--- src/design/ccr_dummy_guard.sv ---
`timescale 1ns/1ps
// Not used.

--- src/design/ccr_pkg.sv ---
// Constants, encodings and state types for the card contact routing controller.
// Assumes a single 20 MHz system clock; all pin inputs are asynchronous to it.
package ccr_pkg;

  localparam int SYS_CLK_HZ = 20_000_000;
  // Rate of the input clock pin that the address and link timings are quoted in
  localparam int IN_CLK_HZ  = 20_000_000;

  // Address latch and bus-ready delays, in input-clock periods, then in cycles
  localparam int T_ADDR_LATCH_PERIODS = 22;
  localparam int T_BUS_READY_PERIODS  = 40;
  localparam logic [5:0] ADDR_LATCH_CYCLES =
    6'((T_ADDR_LATCH_PERIODS * (SYS_CLK_HZ / IN_CLK_HZ)));
  localparam logic [5:0] BUS_READY_CYCLES  =
    6'((T_BUS_READY_PERIODS * (SYS_CLK_HZ / IN_CLK_HZ)));

  // Settling time after a link master releases, before arbitration resumes
  localparam int T_LINK_HOLD_PERIODS = 2;
  localparam logic [1:0] LINK_HOLD_CYCLES =
    2'((T_LINK_HOLD_PERIODS * (SYS_CLK_HZ / IN_CLK_HZ)));

  // Converter clock derived from the system clock by a divider
  localparam int CONV_CLK_HZ = 4_000_000;
  localparam logic [2:0] CONV_HALF_CYCLES = 3'((SYS_CLK_HZ / (2 * CONV_CLK_HZ)));

  // Serial address: fixed prefix, then two pin bits, then a fixed one bit, then read/write bit
  localparam logic [3:0] ADDR_PREFIX   = 4'h4;
  localparam logic [7:0] GC_ADDR       = 8'h00;
  localparam logic [7:0] GC_RESET_BYTE = 8'h06;
  localparam logic [3:0] BITS_PER_BYTE = 4'h8;

  // Card clock source codes
  localparam logic [2:0] CKS_INPUT = 3'h0;
  localparam logic [2:0] CKS_CONV  = 3'h1;
  localparam logic [2:0] CKS_SOFT  = 3'h2;
  localparam logic [2:0] CKS_PASS  = 3'h3;

  localparam int NUM_SLOTS  = 5;
  localparam int NUM_LINKS  = 6;
  localparam int NUM_HOST   = 4;
  localparam int NUM_ASYNC  = 17;
  localparam int FIFO_WIDTH = 16;
  localparam int FIFO_DEPTH = 4;

  typedef enum logic [8:0] {
    TW_IDLE     = 9'b000000001,
    TW_ADDR     = 9'b000000010,
    TW_ACK_ADDR = 9'b000000100,
    TW_CMD      = 9'b000001000,
    TW_ACK_CMD  = 9'b000010000,
    TW_WDATA    = 9'b000100000,
    TW_ACK_DATA = 9'b001000000,
    TW_RDATA    = 9'b010000000,
    TW_RACK     = 9'b100000000
  } ccr_tw_e;

  typedef enum logic [3:0] {
    LK_IDLE = 4'b0001,
    LK_HOST = 4'b0010,
    LK_CARD = 4'b0100,
    LK_HOLD = 4'b1000
  } ccr_link_e;

endpackage

--- src/design/ccr_card_contact_routing_ctrl.sv ---
// Card contact routing controller: serial slave front end, address latch,
// card clock/reset selection and transparent host-to-card I/O link arbitration.
// Assumes all pins are asynchronous to sys_clk; configuration bits are static
// ports from neighbouring logic on sys_clk.
`timescale 1ns/1ps

module ccr_fifo #(
  parameter int WIDTH = 16,
  parameter int DEPTH = 4
) (
  // Clock and reset
  input  wire logic             sys_clk,
  input  wire logic             sys_rst,
  // Fill side
  input  wire logic             in_valid,
  output logic                  in_ready,
  input  wire logic [WIDTH-1:0] in_data,
  // Drain side
  output logic                  out_valid,
  input  wire logic             out_ready,
  output logic [WIDTH-1:0]      out_data
);
  localparam int AW = $clog2(DEPTH);

  logic [WIDTH-1:0] mem [DEPTH];
  logic [AW:0]      wr_ptr;
  logic [AW:0]      rd_ptr;
  logic             push;
  logic             pop;

  assign in_ready  = (wr_ptr - rd_ptr) != (AW+1)'(DEPTH);
  assign out_valid = wr_ptr != rd_ptr;
  assign push      = in_valid & in_ready;
  assign pop       = out_valid & out_ready;
  assign out_data  = mem[rd_ptr[AW-1:0]];

  always_ff @(posedge sys_clk) begin
    if (push) begin
      mem[wr_ptr[AW-1:0]] <= in_data;
    end
  end

  always_ff @(posedge sys_clk) begin
    if (sys_rst) begin
      wr_ptr <= '0;
      rd_ptr <= '0;
    end else begin
      if (push) begin
        wr_ptr <= wr_ptr + (AW+1)'(1);
      end
      if (pop) begin
        rd_ptr <= rd_ptr + (AW+1)'(1);
      end
    end
  end
endmodule // ccr_fifo

module ccr_card_contact_routing_ctrl
  import ccr_pkg::*;
(
  // Clock and reset
  input  wire logic        sys_clk,
  input  wire logic        sys_rst,
  // Serial bus pins (open drain)
  input  wire logic        scl_in,
  input  wire logic        sda_in,
  output logic             sda_out,
  output logic             sda_oe,
  // Reset, address/transparent and misc pins
  input  wire logic        reset_pin_in,
  input  wire logic        addr_hi_or_clock_pin,
  input  wire logic        addr_lo_or_reset_pin,
  input  wire logic        input_clock_pin,
  input  wire logic        low_power_pin,
  input  wire logic        soft_reset_req,
  // Host lines: one, two, aux one, aux two
  input  wire logic [3:0]  host_line_in,
  output logic [3:0]       host_line_out,
  output logic [3:0]       host_line_oe,
  // Card link pins: slot1 io, slot1 c4, slot1 c8, shared io/c4, slot4 io, slot5 io
  input  wire logic [5:0]  card_io_line_in,
  output logic [5:0]       card_io_line_out,
  output logic [5:0]       card_io_line_oe,
  // Card clocks and resets (slot three reset pin is shared with slot two C8)
  output logic [4:0]       card_clock_out,
  output logic [4:0]       card_reset_out,
  // Converter and power control
  input  wire logic        first_converter_off,
  input  wire logic        second_converter_off,
  output logic             conv_a_stop,
  output logic             conv_b_stop,
  output logic             regulator_stop,
  output logic             reference_stop,
  output logic             converter_clock,
  // Slot configuration
  input  wire logic        slot_two_full_select,
  input  wire logic [14:0] card_clock_select,
  input  wire logic [4:0]  card_clock_halt,
  input  wire logic [4:0]  soft_card_clock_bit,
  input  wire logic [4:0]  soft_card_reset_bit,
  input  wire logic [4:0]  auto_reset_transition_en,
  input  wire logic [4:0]  auto_reset_level,
  input  wire logic [1:0]  reset_pass_en,
  input  wire logic        slot_one_link_disable,
  input  wire logic [4:0]  slot_link_disable,
  input  wire logic [3:0]  host_line_route_field,
  input  wire logic        soft_io_bit_slot_one,
  input  wire logic        soft_c4_bit_slot_one,
  input  wire logic        soft_c8_bit_slot_one,
  input  wire logic        soft_c4_bit_slot_two,
  input  wire logic        soft_c8_bit_slot_two,
  input  wire logic [2:0]  soft_card_io_bit,
  // Slew control
  input  wire logic [9:0]  slot_voltage_select,
  input  wire logic [9:0]  slew_force_en,
  input  wire logic [19:0] slew_force_value,
  output logic [19:0]      slew_ctrl,
  // Status
  output logic [1:0]       addr_latched,
  output logic             bus_ready,
  // Written command/data words
  output logic             wr_valid,
  input  wire logic        wr_ready,
  output logic [7:0]       wr_cmd,
  output logic [7:0]       wr_data,
  // Read data supply
  input  wire logic [7:0]  rd_byte,
  output logic             rd_taken
);

  function automatic logic [1:0] slew_auto(input logic [1:0] vsel);
    slew_auto = vsel;
  endfunction

  // Two-stage synchronisers for every pin input
  logic [NUM_ASYNC-1:0] async_in;
  logic [NUM_ASYNC-1:0] sync_a;
  logic [NUM_ASYNC-1:0] sync_b;

  assign async_in = {card_io_line_in, host_line_in, low_power_pin, input_clock_pin,
                     addr_lo_or_reset_pin, addr_hi_or_clock_pin, reset_pin_in,
                     sda_in, scl_in};

  always_ff @(posedge sys_clk) begin
    if (sys_rst) begin
      sync_a <= '1;
      sync_b <= '1;
    end else begin
      sync_a <= async_in;
      sync_b <= sync_a;
    end
  end

  logic       scl_s;
  logic       sda_s;
  logic       rstpin_s;
  logic       a_hi_s;
  logic       a_lo_s;
  logic       inclk_s;
  logic       lowp_s;
  logic [3:0] host_s;
  logic [5:0] card_s;

  assign scl_s    = sync_b[0];
  assign sda_s    = sync_b[1];
  assign rstpin_s = sync_b[2];
  assign a_hi_s   = sync_b[3];
  assign a_lo_s   = sync_b[4];
  assign inclk_s  = sync_b[5];
  assign lowp_s   = sync_b[6];
  assign host_s   = sync_b[10:7];
  assign card_s   = sync_b[16:11];

  // Address latch and bus-ready timer
  logic       rstpin_q;
  logic       gc_reset;
  logic       latch_run;
  logic [5:0] latch_cnt;
  logic       latch_trig;

  assign latch_trig = (rstpin_s & ~rstpin_q) | soft_reset_req | gc_reset;

  always_ff @(posedge sys_clk) begin
    if (sys_rst) begin
      rstpin_q     <= 1'b1;
      latch_run    <= 1'b1;
      latch_cnt    <= '0;
      addr_latched <= '0;
      bus_ready    <= 1'b0;
    end else begin
      rstpin_q <= rstpin_s;
      if (!rstpin_s) begin
        latch_run <= 1'b0;
        latch_cnt <= '0;
        bus_ready <= 1'b0;
      end else if (latch_trig) begin
        latch_run <= 1'b1;
        latch_cnt <= '0;
        bus_ready <= 1'b0;
      end else if (latch_run) begin
        latch_cnt <= latch_cnt + 6'h01;
        if (latch_cnt == ADDR_LATCH_CYCLES - 6'h01) begin
          addr_latched <= {a_hi_s, a_lo_s};
        end
        if (latch_cnt == BUS_READY_CYCLES - 6'h01) begin
          bus_ready <= 1'b1;
          latch_run <= 1'b0;
        end
      end
    end
  end

  // Serial slave
  ccr_tw_e    tw_state;
  logic       scl_q;
  logic       sda_q;
  logic [7:0] shreg;
  logic [3:0] bitcnt;
  logic       sda_drive;
  logic       rw_read;
  logic       is_gc;
  logic       fifo_push;
  logic       fifo_in_ready;
  logic       scl_rise;
  logic       scl_fall;
  logic       bus_start;
  logic       bus_stop;
  logic       addr_match;
  logic [7:0] last_cmd;

  assign scl_rise   = scl_s & ~scl_q;
  assign scl_fall   = ~scl_s & scl_q;
  assign bus_start  = scl_s & scl_q & sda_q & ~sda_s;
  assign bus_stop   = scl_s & scl_q & ~sda_q & sda_s;
  // The bit after the two pin bits is always one; bit zero is read/write
  assign addr_match = shreg[7:1] == {ADDR_PREFIX, addr_latched, 1'b1};
  assign sda_out    = 1'b0;
  assign sda_oe     = sda_drive;

  always_ff @(posedge sys_clk) begin
    if (sys_rst) begin
      scl_q     <= 1'b1;
      sda_q     <= 1'b1;
      tw_state  <= TW_IDLE;
      shreg     <= '0;
      bitcnt    <= '0;
      sda_drive <= 1'b0;
      rw_read   <= 1'b0;
      is_gc     <= 1'b0;
      last_cmd  <= '0;
      fifo_push <= 1'b0;
      gc_reset  <= 1'b0;
      rd_taken  <= 1'b0;
    end else begin
      scl_q     <= scl_s;
      sda_q     <= sda_s;
      fifo_push <= 1'b0;
      gc_reset  <= 1'b0;
      rd_taken  <= 1'b0;
      if (bus_start && bus_ready) begin
        tw_state  <= TW_ADDR;
        bitcnt    <= '0;
        sda_drive <= 1'b0;
      end else if (bus_stop || !bus_ready) begin
        tw_state  <= TW_IDLE;
        sda_drive <= 1'b0;
      end else begin
        unique case (tw_state)
          TW_IDLE: begin
          end
          TW_ADDR, TW_CMD, TW_WDATA: begin
            if (scl_rise) begin
              shreg  <= {shreg[6:0], sda_s};
              bitcnt <= bitcnt + 4'h1;
            end else if (scl_fall && bitcnt == BITS_PER_BYTE) begin
              bitcnt <= '0;
              if (tw_state == TW_ADDR) begin
                if (addr_match || shreg == GC_ADDR) begin
                  sda_drive <= 1'b1;
                  rw_read   <= shreg[0] & addr_match;
                  is_gc     <= ~addr_match;
                  tw_state  <= TW_ACK_ADDR;
                end else begin
                  tw_state <= TW_IDLE;
                end
              end else if (tw_state == TW_CMD) begin
                sda_drive <= 1'b1;
                last_cmd  <= shreg;
                gc_reset  <= is_gc && shreg == GC_RESET_BYTE;
                tw_state  <= TW_ACK_CMD;
              end else if (fifo_in_ready && !is_gc) begin
                sda_drive <= 1'b1;
                fifo_push <= 1'b1;
                tw_state  <= TW_ACK_DATA;
              end else begin
                tw_state <= TW_IDLE;
              end
            end
          end
          TW_ACK_ADDR, TW_ACK_CMD, TW_ACK_DATA: begin
            if (scl_fall) begin
              if (tw_state == TW_ACK_ADDR && rw_read) begin
                shreg     <= {rd_byte[6:0], 1'b0};
                sda_drive <= ~rd_byte[7];
                rd_taken  <= 1'b1;
                bitcnt    <= 4'h1;
                tw_state  <= TW_RDATA;
              end else begin
                sda_drive <= 1'b0;
                tw_state  <= (tw_state == TW_ACK_ADDR) ? TW_CMD : TW_WDATA;
              end
            end
          end
          TW_RDATA: begin
            if (scl_fall) begin
              if (bitcnt == BITS_PER_BYTE) begin
                sda_drive <= 1'b0;
                tw_state  <= TW_RACK;
              end else begin
                sda_drive <= ~shreg[7];
                shreg     <= {shreg[6:0], 1'b0};
                bitcnt    <= bitcnt + 4'h1;
              end
            end
          end
          TW_RACK: begin
            if (scl_rise && sda_s) begin
              tw_state <= TW_IDLE;
            end else if (scl_fall) begin
              shreg     <= {rd_byte[6:0], 1'b0};
              sda_drive <= ~rd_byte[7];
              rd_taken  <= 1'b1;
              bitcnt    <= 4'h1;
              tw_state  <= TW_RDATA;
            end
          end
        endcase
      end
    end
  end

  // Written words wait here; a full buffer refuses the next data byte
  logic [FIFO_WIDTH-1:0] fifo_out;

  ccr_fifo #(
    .WIDTH (FIFO_WIDTH),
    .DEPTH (FIFO_DEPTH)
  ) u_fifo (
    .sys_clk   (sys_clk),
    .sys_rst   (sys_rst),
    .in_valid  (fifo_push),
    .in_ready  (fifo_in_ready),
    .in_data   ({last_cmd, shreg}),
    .out_valid (wr_valid),
    .out_ready (wr_ready),
    .out_data  (fifo_out)
  );

  // Command leaves with its own data byte, so a later command cannot re-tag it
  assign wr_cmd  = fifo_out[15:8];
  assign wr_data = fifo_out[7:0];

  // Power control
  always_ff @(posedge sys_clk) begin
    if (sys_rst) begin
      conv_a_stop    <= 1'b0;
      conv_b_stop    <= 1'b0;
      regulator_stop <= 1'b0;
      reference_stop <= 1'b0;
    end else begin
      conv_a_stop    <= first_converter_off;
      conv_b_stop    <= second_converter_off;
      regulator_stop <= first_converter_off & second_converter_off;
      reference_stop <= lowp_s;
    end
  end

  // Converter clock divider
  logic [2:0] conv_cnt;

  always_ff @(posedge sys_clk) begin
    if (sys_rst) begin
      conv_cnt        <= '0;
      converter_clock <= 1'b0;
    end else if (conv_cnt == CONV_HALF_CYCLES - 3'h1) begin
      conv_cnt        <= '0;
      converter_clock <= ~converter_clock;
    end else begin
      conv_cnt <= conv_cnt + 3'h1;
    end
  end

  // Card clocks, resets and slew
  genvar gs;
  generate
    for (gs = 0; gs < NUM_SLOTS; gs++) begin : g_slot
      logic [2:0] sel;
      logic       src;
      logic       rst_src;
      assign sel = card_clock_select[3*gs +: 3];

      always_comb begin
        unique case (sel)
          CKS_INPUT: src = inclk_s;
          CKS_CONV:  src = converter_clock;
          CKS_SOFT:  src = soft_card_clock_bit[gs];
          CKS_PASS:  src = a_hi_s;
          default:   src = 1'b0;
        endcase
        if (auto_reset_transition_en[gs]) begin
          rst_src = auto_reset_level[gs];
        end else begin
          rst_src = soft_card_reset_bit[gs];
        end
        if (gs < 2 && reset_pass_en[gs % 2] && !auto_reset_transition_en[gs]) begin
          rst_src = a_lo_s;
        end
        if (gs == 2 && slot_two_full_select) begin
          rst_src = soft_c8_bit_slot_two;
        end
      end

      always_ff @(posedge sys_clk) begin
        if (sys_rst) begin
          card_clock_out[gs] <= 1'b0;
          card_reset_out[gs] <= 1'b0;
          slew_ctrl[2*gs +: 2]       <= '0;
          slew_ctrl[2*gs + 10 +: 2]  <= '0;
        end else begin
          card_clock_out[gs] <= src & ~card_clock_halt[gs] &
                                ~(gs == 2 && slot_two_full_select);
          card_reset_out[gs] <= rst_src;
          slew_ctrl[2*gs +: 2] <= slew_force_en[gs] ? slew_force_value[2*gs +: 2]
                                  : slew_auto(slot_voltage_select[2*gs +: 2]);
          slew_ctrl[2*gs + 10 +: 2] <= slew_force_en[gs+5] ?
                                  slew_force_value[2*gs + 10 +: 2]
                                  : slew_auto(slot_voltage_select[2*gs +: 2]);
        end
      end
    end
  endgenerate

  // Transparent links
  logic [5:0] link_dis;
  logic [5:0] link_soft;
  logic [1:0] host_sel [NUM_LINKS];
  logic [3:0] host_pull [NUM_LINKS];

  assign link_dis  = {slot_link_disable[4], slot_link_disable[3],
                      slot_two_full_select ? slot_link_disable[1] : slot_link_disable[2],
                      {3{slot_one_link_disable}}};
  assign link_soft = {soft_card_io_bit[2], soft_card_io_bit[1],
                      slot_two_full_select ? soft_c4_bit_slot_two : soft_card_io_bit[0],
                      soft_c8_bit_slot_one, soft_c4_bit_slot_one, soft_io_bit_slot_one};
  assign host_sel[0] = host_line_route_field[1:0];
  assign host_sel[1] = 2'h2;
  assign host_sel[2] = 2'h3;
  assign host_sel[3] = host_line_route_field[3:2];
  assign host_sel[4] = host_line_route_field[3:2];
  assign host_sel[5] = host_line_route_field[3:2];

  genvar gl;
  generate
    for (gl = 0; gl < NUM_LINKS; gl++) begin : g_link
      ccr_link_e  st;
      logic [1:0] hold;
      logic       hin;
      logic       cin;
      assign hin = host_s[host_sel[gl]];
      assign cin = card_s[gl];

      always_ff @(posedge sys_clk) begin
        if (sys_rst) begin
          st   <= LK_IDLE;
          hold <= '0;
        end else if (link_dis[gl]) begin
          st   <= LK_IDLE;
          hold <= '0;
        end else begin
          unique case (st)
            LK_IDLE: begin
              if (!cin) begin
                st <= LK_CARD;
              end else if (!hin) begin
                st <= LK_HOST;
              end
            end
            LK_HOST: begin
              if (hin) begin
                st   <= LK_HOLD;
                hold <= LINK_HOLD_CYCLES;
              end
            end
            LK_CARD: begin
              if (cin) begin
                st   <= LK_HOLD;
                hold <= LINK_HOLD_CYCLES;
              end
            end
            LK_HOLD: begin
              // Our own release takes the synchroniser depth to show; ignore it
              if (hold == 2'h0) begin
                st <= LK_IDLE;
              end else begin
                hold <= hold - 2'h1;
              end
            end
          endcase
        end
      end

      // Pulls low only; release lets the line return high
      assign card_io_line_out[gl] = 1'b0;
      assign card_io_line_oe[gl]  = link_dis[gl] ? ~link_soft[gl]
                                    : (st == LK_HOST);
      assign host_pull[gl] = (!link_dis[gl] && st == LK_CARD) ?
                             (4'h1 << host_sel[gl]) : 4'h0;
    end
  endgenerate

  always_comb begin
    host_line_oe = 4'h0;
    for (int l = 0; l < NUM_LINKS; l++) begin
      host_line_oe = host_line_oe | host_pull[l];
    end
  end

  assign host_line_out = 4'h0;

endmodule // ccr_card_contact_routing_ctrl

--- config.mk ---
export PLATFORM = sky130hd
export DESIGN_NAME = ccr_card_contact_routing_ctrl
export DESIGN_NICKNAME = d
export VERILOG_FILES = /design/src/design/ccr_dummy_guard.sv /design/src/design/ccr_pkg.sv /design/src/design/ccr_card_contact_routing_ctrl.sv
export SDC_FILE = /design/constraint.sdc
export NUM_CORES = 1
export LEC_CHECK = 0
export BUFFER_PORTS_ARGS = -buffer_cell sky130_fd_sc_hd__buf_2
export CAP_MARGIN = 20
export CORE_ASPECT_RATIO = 1.1
export CORE_MARGIN = 1.5
export CORE_UTILIZATION = 32
export CTS_BUF_LIST = sky130_fd_sc_hd__clkbuf_8
export CTS_CLUSTER_SIZE = 10
export DETAILED_ROUTE_END_ITERATION = 10
export GPL_ROUTABILITY_DRIVEN = 0
export SYNTH_ARGS = -nofsm -noshare
export SYNTH_HDL_FRONTEND = slang
export SYNTH_SLANG_ARGS = --single-unit
--- constraint.sdc ---
create_clock -name sys_clk -period 3.4 [get_ports sys_clk]
set_clock_uncertainty 0.15 [all_clocks]
set_input_delay 0.68 -clock sys_clk [delete_from_list [all_inputs] [get_ports sys_clk]]
set_output_delay 0.68 -clock sys_clk [all_outputs]
set_load 0.01 [all_outputs]
=== Yosys cells after proc, flatten, opt, wreduce, memory -nomap -nowiden ===
Memory sizes are Yosys's and may differ from the RTL's. A register that Yosys moved wholly into a read port is not among the register bits.
Index checks and enable logic that the tools add are counted.

* Output and inout port bits: 78
* Input port bits: 132
* Memories kept: 1
* RAM bits: 64
* Register bits after elaboration: 162

{| class="wikitable"
|+ Memory list
! name !! words !! bits a word !! read ports !! clocked after memory_dff !! write ports !! line !! source
|-
| u_fifo.mem || 4 || 16 || 1 || 1 || 1 || ccr_card_contact_routing_ctrl.sv:25 || <nowiki>logic [WIDTH-1:0] mem [DEPTH];</nowiki>
|}

* Add/sub/neg operators: 12
* Multiplexer cells: 155
* Bitwise gates (word level): 55
* Equality and inequality tests: 105
* Shift operators: 2
* Reductions and logical operators: 77
* Magnitude comparators: 2

{| class="wikitable"
|+ Operator list
! kind !! number
|-
| 4-bit 2-to-1 mux || 39
|-
| 4-bit case mux with 4 select lines || 7
|-
| 9-bit 2-to-1 mux || 8
|-
| 2-bit inequality test (second input constant) || 34
|-
| 8-bit 2-to-1 mux || 8
|-
| 2-bit 2-to-1 mux || 30
|-
| 4-bit AND reduction || 13
|-
| 1-bit 2-to-1 mux || 41
|-
| 2-bit case mux with 3 select lines || 6
|-
| 9-bit case mux with 4 select lines || 1
|-
| 8-bit case mux with 4 select lines || 1
|-
| 3-bit by 2-bit == test with 1-bit output (second input constant) || 10
|-
| 3-bit inequality test (second input constant) || 10
|-
| 1-bit inverter || 30
|-
| 4-bit == test (second input constant) || 7
|-
| 7-bit AND reduction || 4
|-
| 4-bit by 1-bit == test with 1-bit output (second input constant) || 6
|-
| 4-bit by 2-bit == test with 1-bit output (second input constant) || 6
|-
| 4-bit by 3-bit == test with 1-bit output (second input constant) || 6
|-
| 4-bit inequality test (second input constant) || 6
|-
| 1-bit case mux with 4 select lines || 6
|-
| 1-bit bitwise AND || 18
|-
| 3-bit by 1-bit == test with 1-bit output (second input constant) || 6
|-
| 9-bit AND reduction || 2
|-
| other kinds (43) || 103
|}

=== Logic depth before layout (Yosys ltp) ===
* Word-level depth: 11
* Mapped depth: 9
* Mapped depth without buffers: 8

=== Hierarchy ===
Synthesis repeated with hierarchy kept, for this count alone.

* Cells, all modules: 935
* Area total of the unflattened synthesis: 10038.4 µm²

{| class="wikitable"
|+ Modules (own cells, without submodules)
! module !! cells an instance !! times used !! seq. area each (µm²) !! area an instance (µm²)
|-
| ccr_card_contact_routing_ctrl || 800 || 1 || 3123.0 || 7240.7
|-
| ccr_fifo || 135 || 1 || 2082.0 || 2797.7
|}

=== Worst setup path before layout ===
OpenSTA, ideal clock, no wires.

* Kind: reg-to-output
* Start point: register with a tool-made name
* End point: output port wr_cmd[0]
* Path buffers: 2
* Arrival: 1.817 ns
* Data required time: 2.570 ns
* Setup slack: 0.753 ns
* Cell stages (with the launch flop): 4
* Path through: dfxtp_1 > clkbuf_1 > buf_1 > mux4_2

{| class="wikitable"
|+ RTL lines
! what !! line !! source
|-
| end: declaration || ccr_card_contact_routing_ctrl.sv:124 || <nowiki>output logic [7:0] wr_cmd,</nowiki>
|}

=== Worst setup path in the final report ===
* Start point: register g_link[4].st[3]
* End point: output port host_line_oe[3]

* Cells in the longest elaborated chain, start to end: 5

{| class="wikitable"
|+ Ends and longest elaborated chain
! what !! line !! source
|-
| start: declaration || ccr_card_contact_routing_ctrl.sv:465 || <nowiki>ccr_link_e st;</nowiki>
|-
| start signal: assignment || ccr_card_contact_routing_ctrl.sv:474 || <nowiki>st <= LK_IDLE;</nowiki>
|-
| start signal: assignment || ccr_card_contact_routing_ctrl.sv:477 || <nowiki>st <= LK_IDLE;</nowiki>
|-
| start signal: assignment || ccr_card_contact_routing_ctrl.sv:483 || <nowiki>st <= LK_CARD;</nowiki>
|-
| 4-bit by 3-bit == test with 1-bit output || ccr_card_contact_routing_ctrl.sv:516 || <nowiki>assign host_pull[gl] = (!link_dis[gl] && st == LK_CARD) ?</nowiki>
|-
| 1-bit logical AND || ccr_card_contact_routing_ctrl.sv:516 ||
|-
| 4-bit 2-to-1 mux || ccr_card_contact_routing_ctrl.sv:516 ||
|-
| 4-bit bitwise OR (2 in a row) || ccr_card_contact_routing_ctrl.sv:524 || <nowiki>host_line_oe = host_line_oe | host_pull[l];</nowiki>
|-
| end: declaration || ccr_card_contact_routing_ctrl.sv:79 || <nowiki>output logic [3:0] host_line_oe,</nowiki>
|}

No other way between the ends.

==> summary.md <==
| Metric | Value |
|---|---|
| Core Rows | `67` |
| Synth async-reset ratio | `0` |
| Top delay family on crit path | `simple AND/OR/NAND/NOR gates` |
| DP Worst Slack | `0.6172 ns` |
| Layout area overhead | `21.20%` |
| CTS H-tree lvls | `2` |
| DR WL/cell | `14.68 microns` |
| Clock Tree Root | `clkbuf_8` |
| GR Layer Usage met3 | `0.03081` |
| Tmin final | `2.978 ns` |
| Max cap viols | `0` |
| Hold_buf cts | `0` |
| Layout Nets | `1285` |
| Post-Place Cells | `1506` |
| # clock sinks | `228` |
| CP cell instances | `nand2b_1 > nor4_1 > o21ai_0 > o221ai_1 > buf_2` |
| TritonRoute pass-1 iters | `4` |
| GRT Util Overall | `0.1432` |
| Fin. Hold Viols | `0` |
| CTS Buf Count | `40` |
| Mapped Area | `9913 sq um` |
| Tcrit/Tclk final | `0.8759` |
| Grt met2 use | `0.2342` |
| Worst Slack Setup Final | `approximately 0.42 ns` |
| Die X | `170.8 microns` |
| Die Y | `187.6 microns` |
| Final wirelength | `23080 microns` |
| Largest net degree at the start of global routing | `53` |
| Final HPWL DP | `16290 microns` |
| ANT cells | `0` |
| Area of the multi-input gates | `4359 sq um` |
| Min-delay src | `card_clock_select[11]` |
| Number of flops mapped to enable cells by yosys | `64` |
| Fillers | `3028` |
| CP Class | `reg -> out` |
| CTS tree | `done` |
| HP Class | `in -> reg` |
| Top cells by area, synth | `dfxtp_1, edfxtp_1, mux2i_1` |
| Slowest-stage cell, CP | `nor4_1` |
| Post-synthesis sequential area ratio | `0.5251` |
| Max Fclk | `0.3358 GHz` |
| Detail Route Antenna Nets | `0` |
| Layout cell share with drive strength beyond 1 | `0.2919` |
| Maximum VDD drop | `0.3208 mV` |
| Post-synthesis cell count | `926` |
| Slew @ Worst Pin | `0.7974 ns` |
| Bufs on Longest Clock Path | `3` |
| Initial Util | `0.3249` |
| Register area | `between 5000 and 6000 sq um` |
| Vias per cell | `4.791` |
| Setup TNS | `0 ns` |
| P_leak | `4.822 nW` |
| Top-Level Pins | `210` |
| Finished Core Util | `0.3938` |
| Met1 usage in global routing | `0.1867` |
| Setup Viol. Count Final | `0` |
| P per Cell Area | `462.4 nW/um^2` |
| First-pass GRT wire length | `36740 microns` |
| Synth top area share | `0.3312` |
| Slowest stage delay, CP | `between 0.4 and 0.5 ns` |
| Setup crit start | `g_link[4].st[3]` |
| Slew Viols, Final | `0` |
| Area leader, netlist | `dfxtp_1` |
| Vias in the first global route | `just over 7000` |
| Initial antenna violation count | `0` |
| Post-CTS resize count | `0` |
| Critical path peak fanout | `9` |
| Port bufs | `197` |
| Relative slew margins | `0.4677` |
| Crit end category | `output pin` |
| Post-CTS Setup Bufs | `0` |
| WP buf/inv | `1` |
| Synth cell types | `69` |
| Ys flop type | `dfxtp_1` |
| Vias | `7532` |
| WP data required | `2.57 ns` |
| Crit Reg-Reg Startpoint | `tw_state[4]` |
| DRC | `0` |
| Run status | `completed` |
| Syn Area/Cell | `10.71 sq um` |
| Grt total ovfl | `0` |
| Die Area | `32040 sq um` |
| Ys Warns | `0` |
| Gr busiest metal | `met2` |
| Setup crit start kind | `flop` |
| Post-route insts no fill | `1572` |
| DRT iter0 DRCs | `a little over 400` |
| Post-synthesis sequential element count | `228` |
| Reg clk slew, reported paths | `0.06 ns` |
| Worst skew pair latency | `~0.53 ns` |
| Worst hold-check slack | `0.1561 ns` |
| Critical path data arrival time | `2.15 ns` |
| RSZ-0062 raised after global routing | `no` |
| Core Box Area | `30510 sq um` |
[report_power, final]
group          total, mW  leakage [nW]  internal (mW)  switching, mW
clock               2.31         0.427           1.24           1.07
combinational      0.351          2.46          0.176          0.174
sequential          2.89          1.93           2.84         0.0516
total               5.56          4.82           4.26           1.30
[routing by layer]
metal / wire (microns) / part of all wire / up-vias
met3: 1190 / 0.052 / 44
met2: 11000 / 0.48 / 184
met4: 458 / 0.020 / 0
met5: 0 / 0 / -
li1: - / - / 3735
met1: 10430 / 0.45 / 3569
[kinds of logic after synthesis]
group | share of synthesized area
adder cells (fa/ha/maj) | 0.02398
buffers and inverters | 0.03900
XOR/XNOR | 0.02032
multiplexers | 0.1130
AO/OA/AOI/OAI | 0.08608
AND/OR/NAND/NOR | 0.1922
other | 0.0003783
flip-flops | 0.5251
[layout by cell type (no fill, tap or decap), drive strengths merged, types with 19 or more instances in the layout]
cell,Yosys,layout
edfxtp,64,64
nand2,50,50
nor2,106,106
ha,19,19
clkbuf,31,47
a21oi,35,35
nor3,40,40
mux2i,59,59
buf,22,209
o21ai,24,24
nand3,19,19
inv,34,50
dfxtp,164,164
or2,41,41
mux4,23,23
[flip-flops by register name (all words and copies together) (netlist names), 9 cells and up, named ones only]
register / count
sync_b: 17
slew_ctrl: 20
g_link.hold: 12
g_link.st: 24
u_fifo.mem: 64
tw_state: 9
sync_a: 17
[stage by stage]
| step | power [mW] | instance area, sq um |
|---|---|---|
| after floorplan | 3.139 | 9951 |
| after global placement | 3.298 | 11290 |
| after detailed placement | 3.304 | 11290 |
| after CTS | 5.668 | 12020 |
| after global routing | 5.838 | 12020 |
| final | 5.556 | 12020 |
[path summary, 6_finish.rpt]
check,endpoint,slack (ns),cells past startpoint
worst max register to register,shreg[5],0.60,6
worst min register to register,sync_b[7],0.25,1
worst min-delay path,card_clock_out[3],0.16,2
worst max-delay path,host_line_oe[3],0.42,5
[cell type report]
type / count / area share
flip-flops and latches: 228 / 0.4332
multi-input cells: 621 / 0.3628
repair buffers: 209 / 0.08976
clock buffers: 47 / 0.05384
well taps: 414 / 0.04311
inverters: 34 / 0.01062
clock inverters: 19 / 0.006665
[synth_stat cells, types with 12 or more instances]
cell type,instances
or2_2,41
buf_4,12
edfxtp_1,64
dfxtp_1,164
nor2b_1,16
ha_1,19
xnor2_1,12
inv_1,34
nand3_1,18
clkbuf_1,31
mux2i_1,59
a211oi_1,14
nand2_1,50
nor2_1,106
mux4_2,23
nor3_1,38
o21ai_0,23
nand2b_1,14
a21oi_1,35
Note: power is estimated with default switching activity, not from simulation.
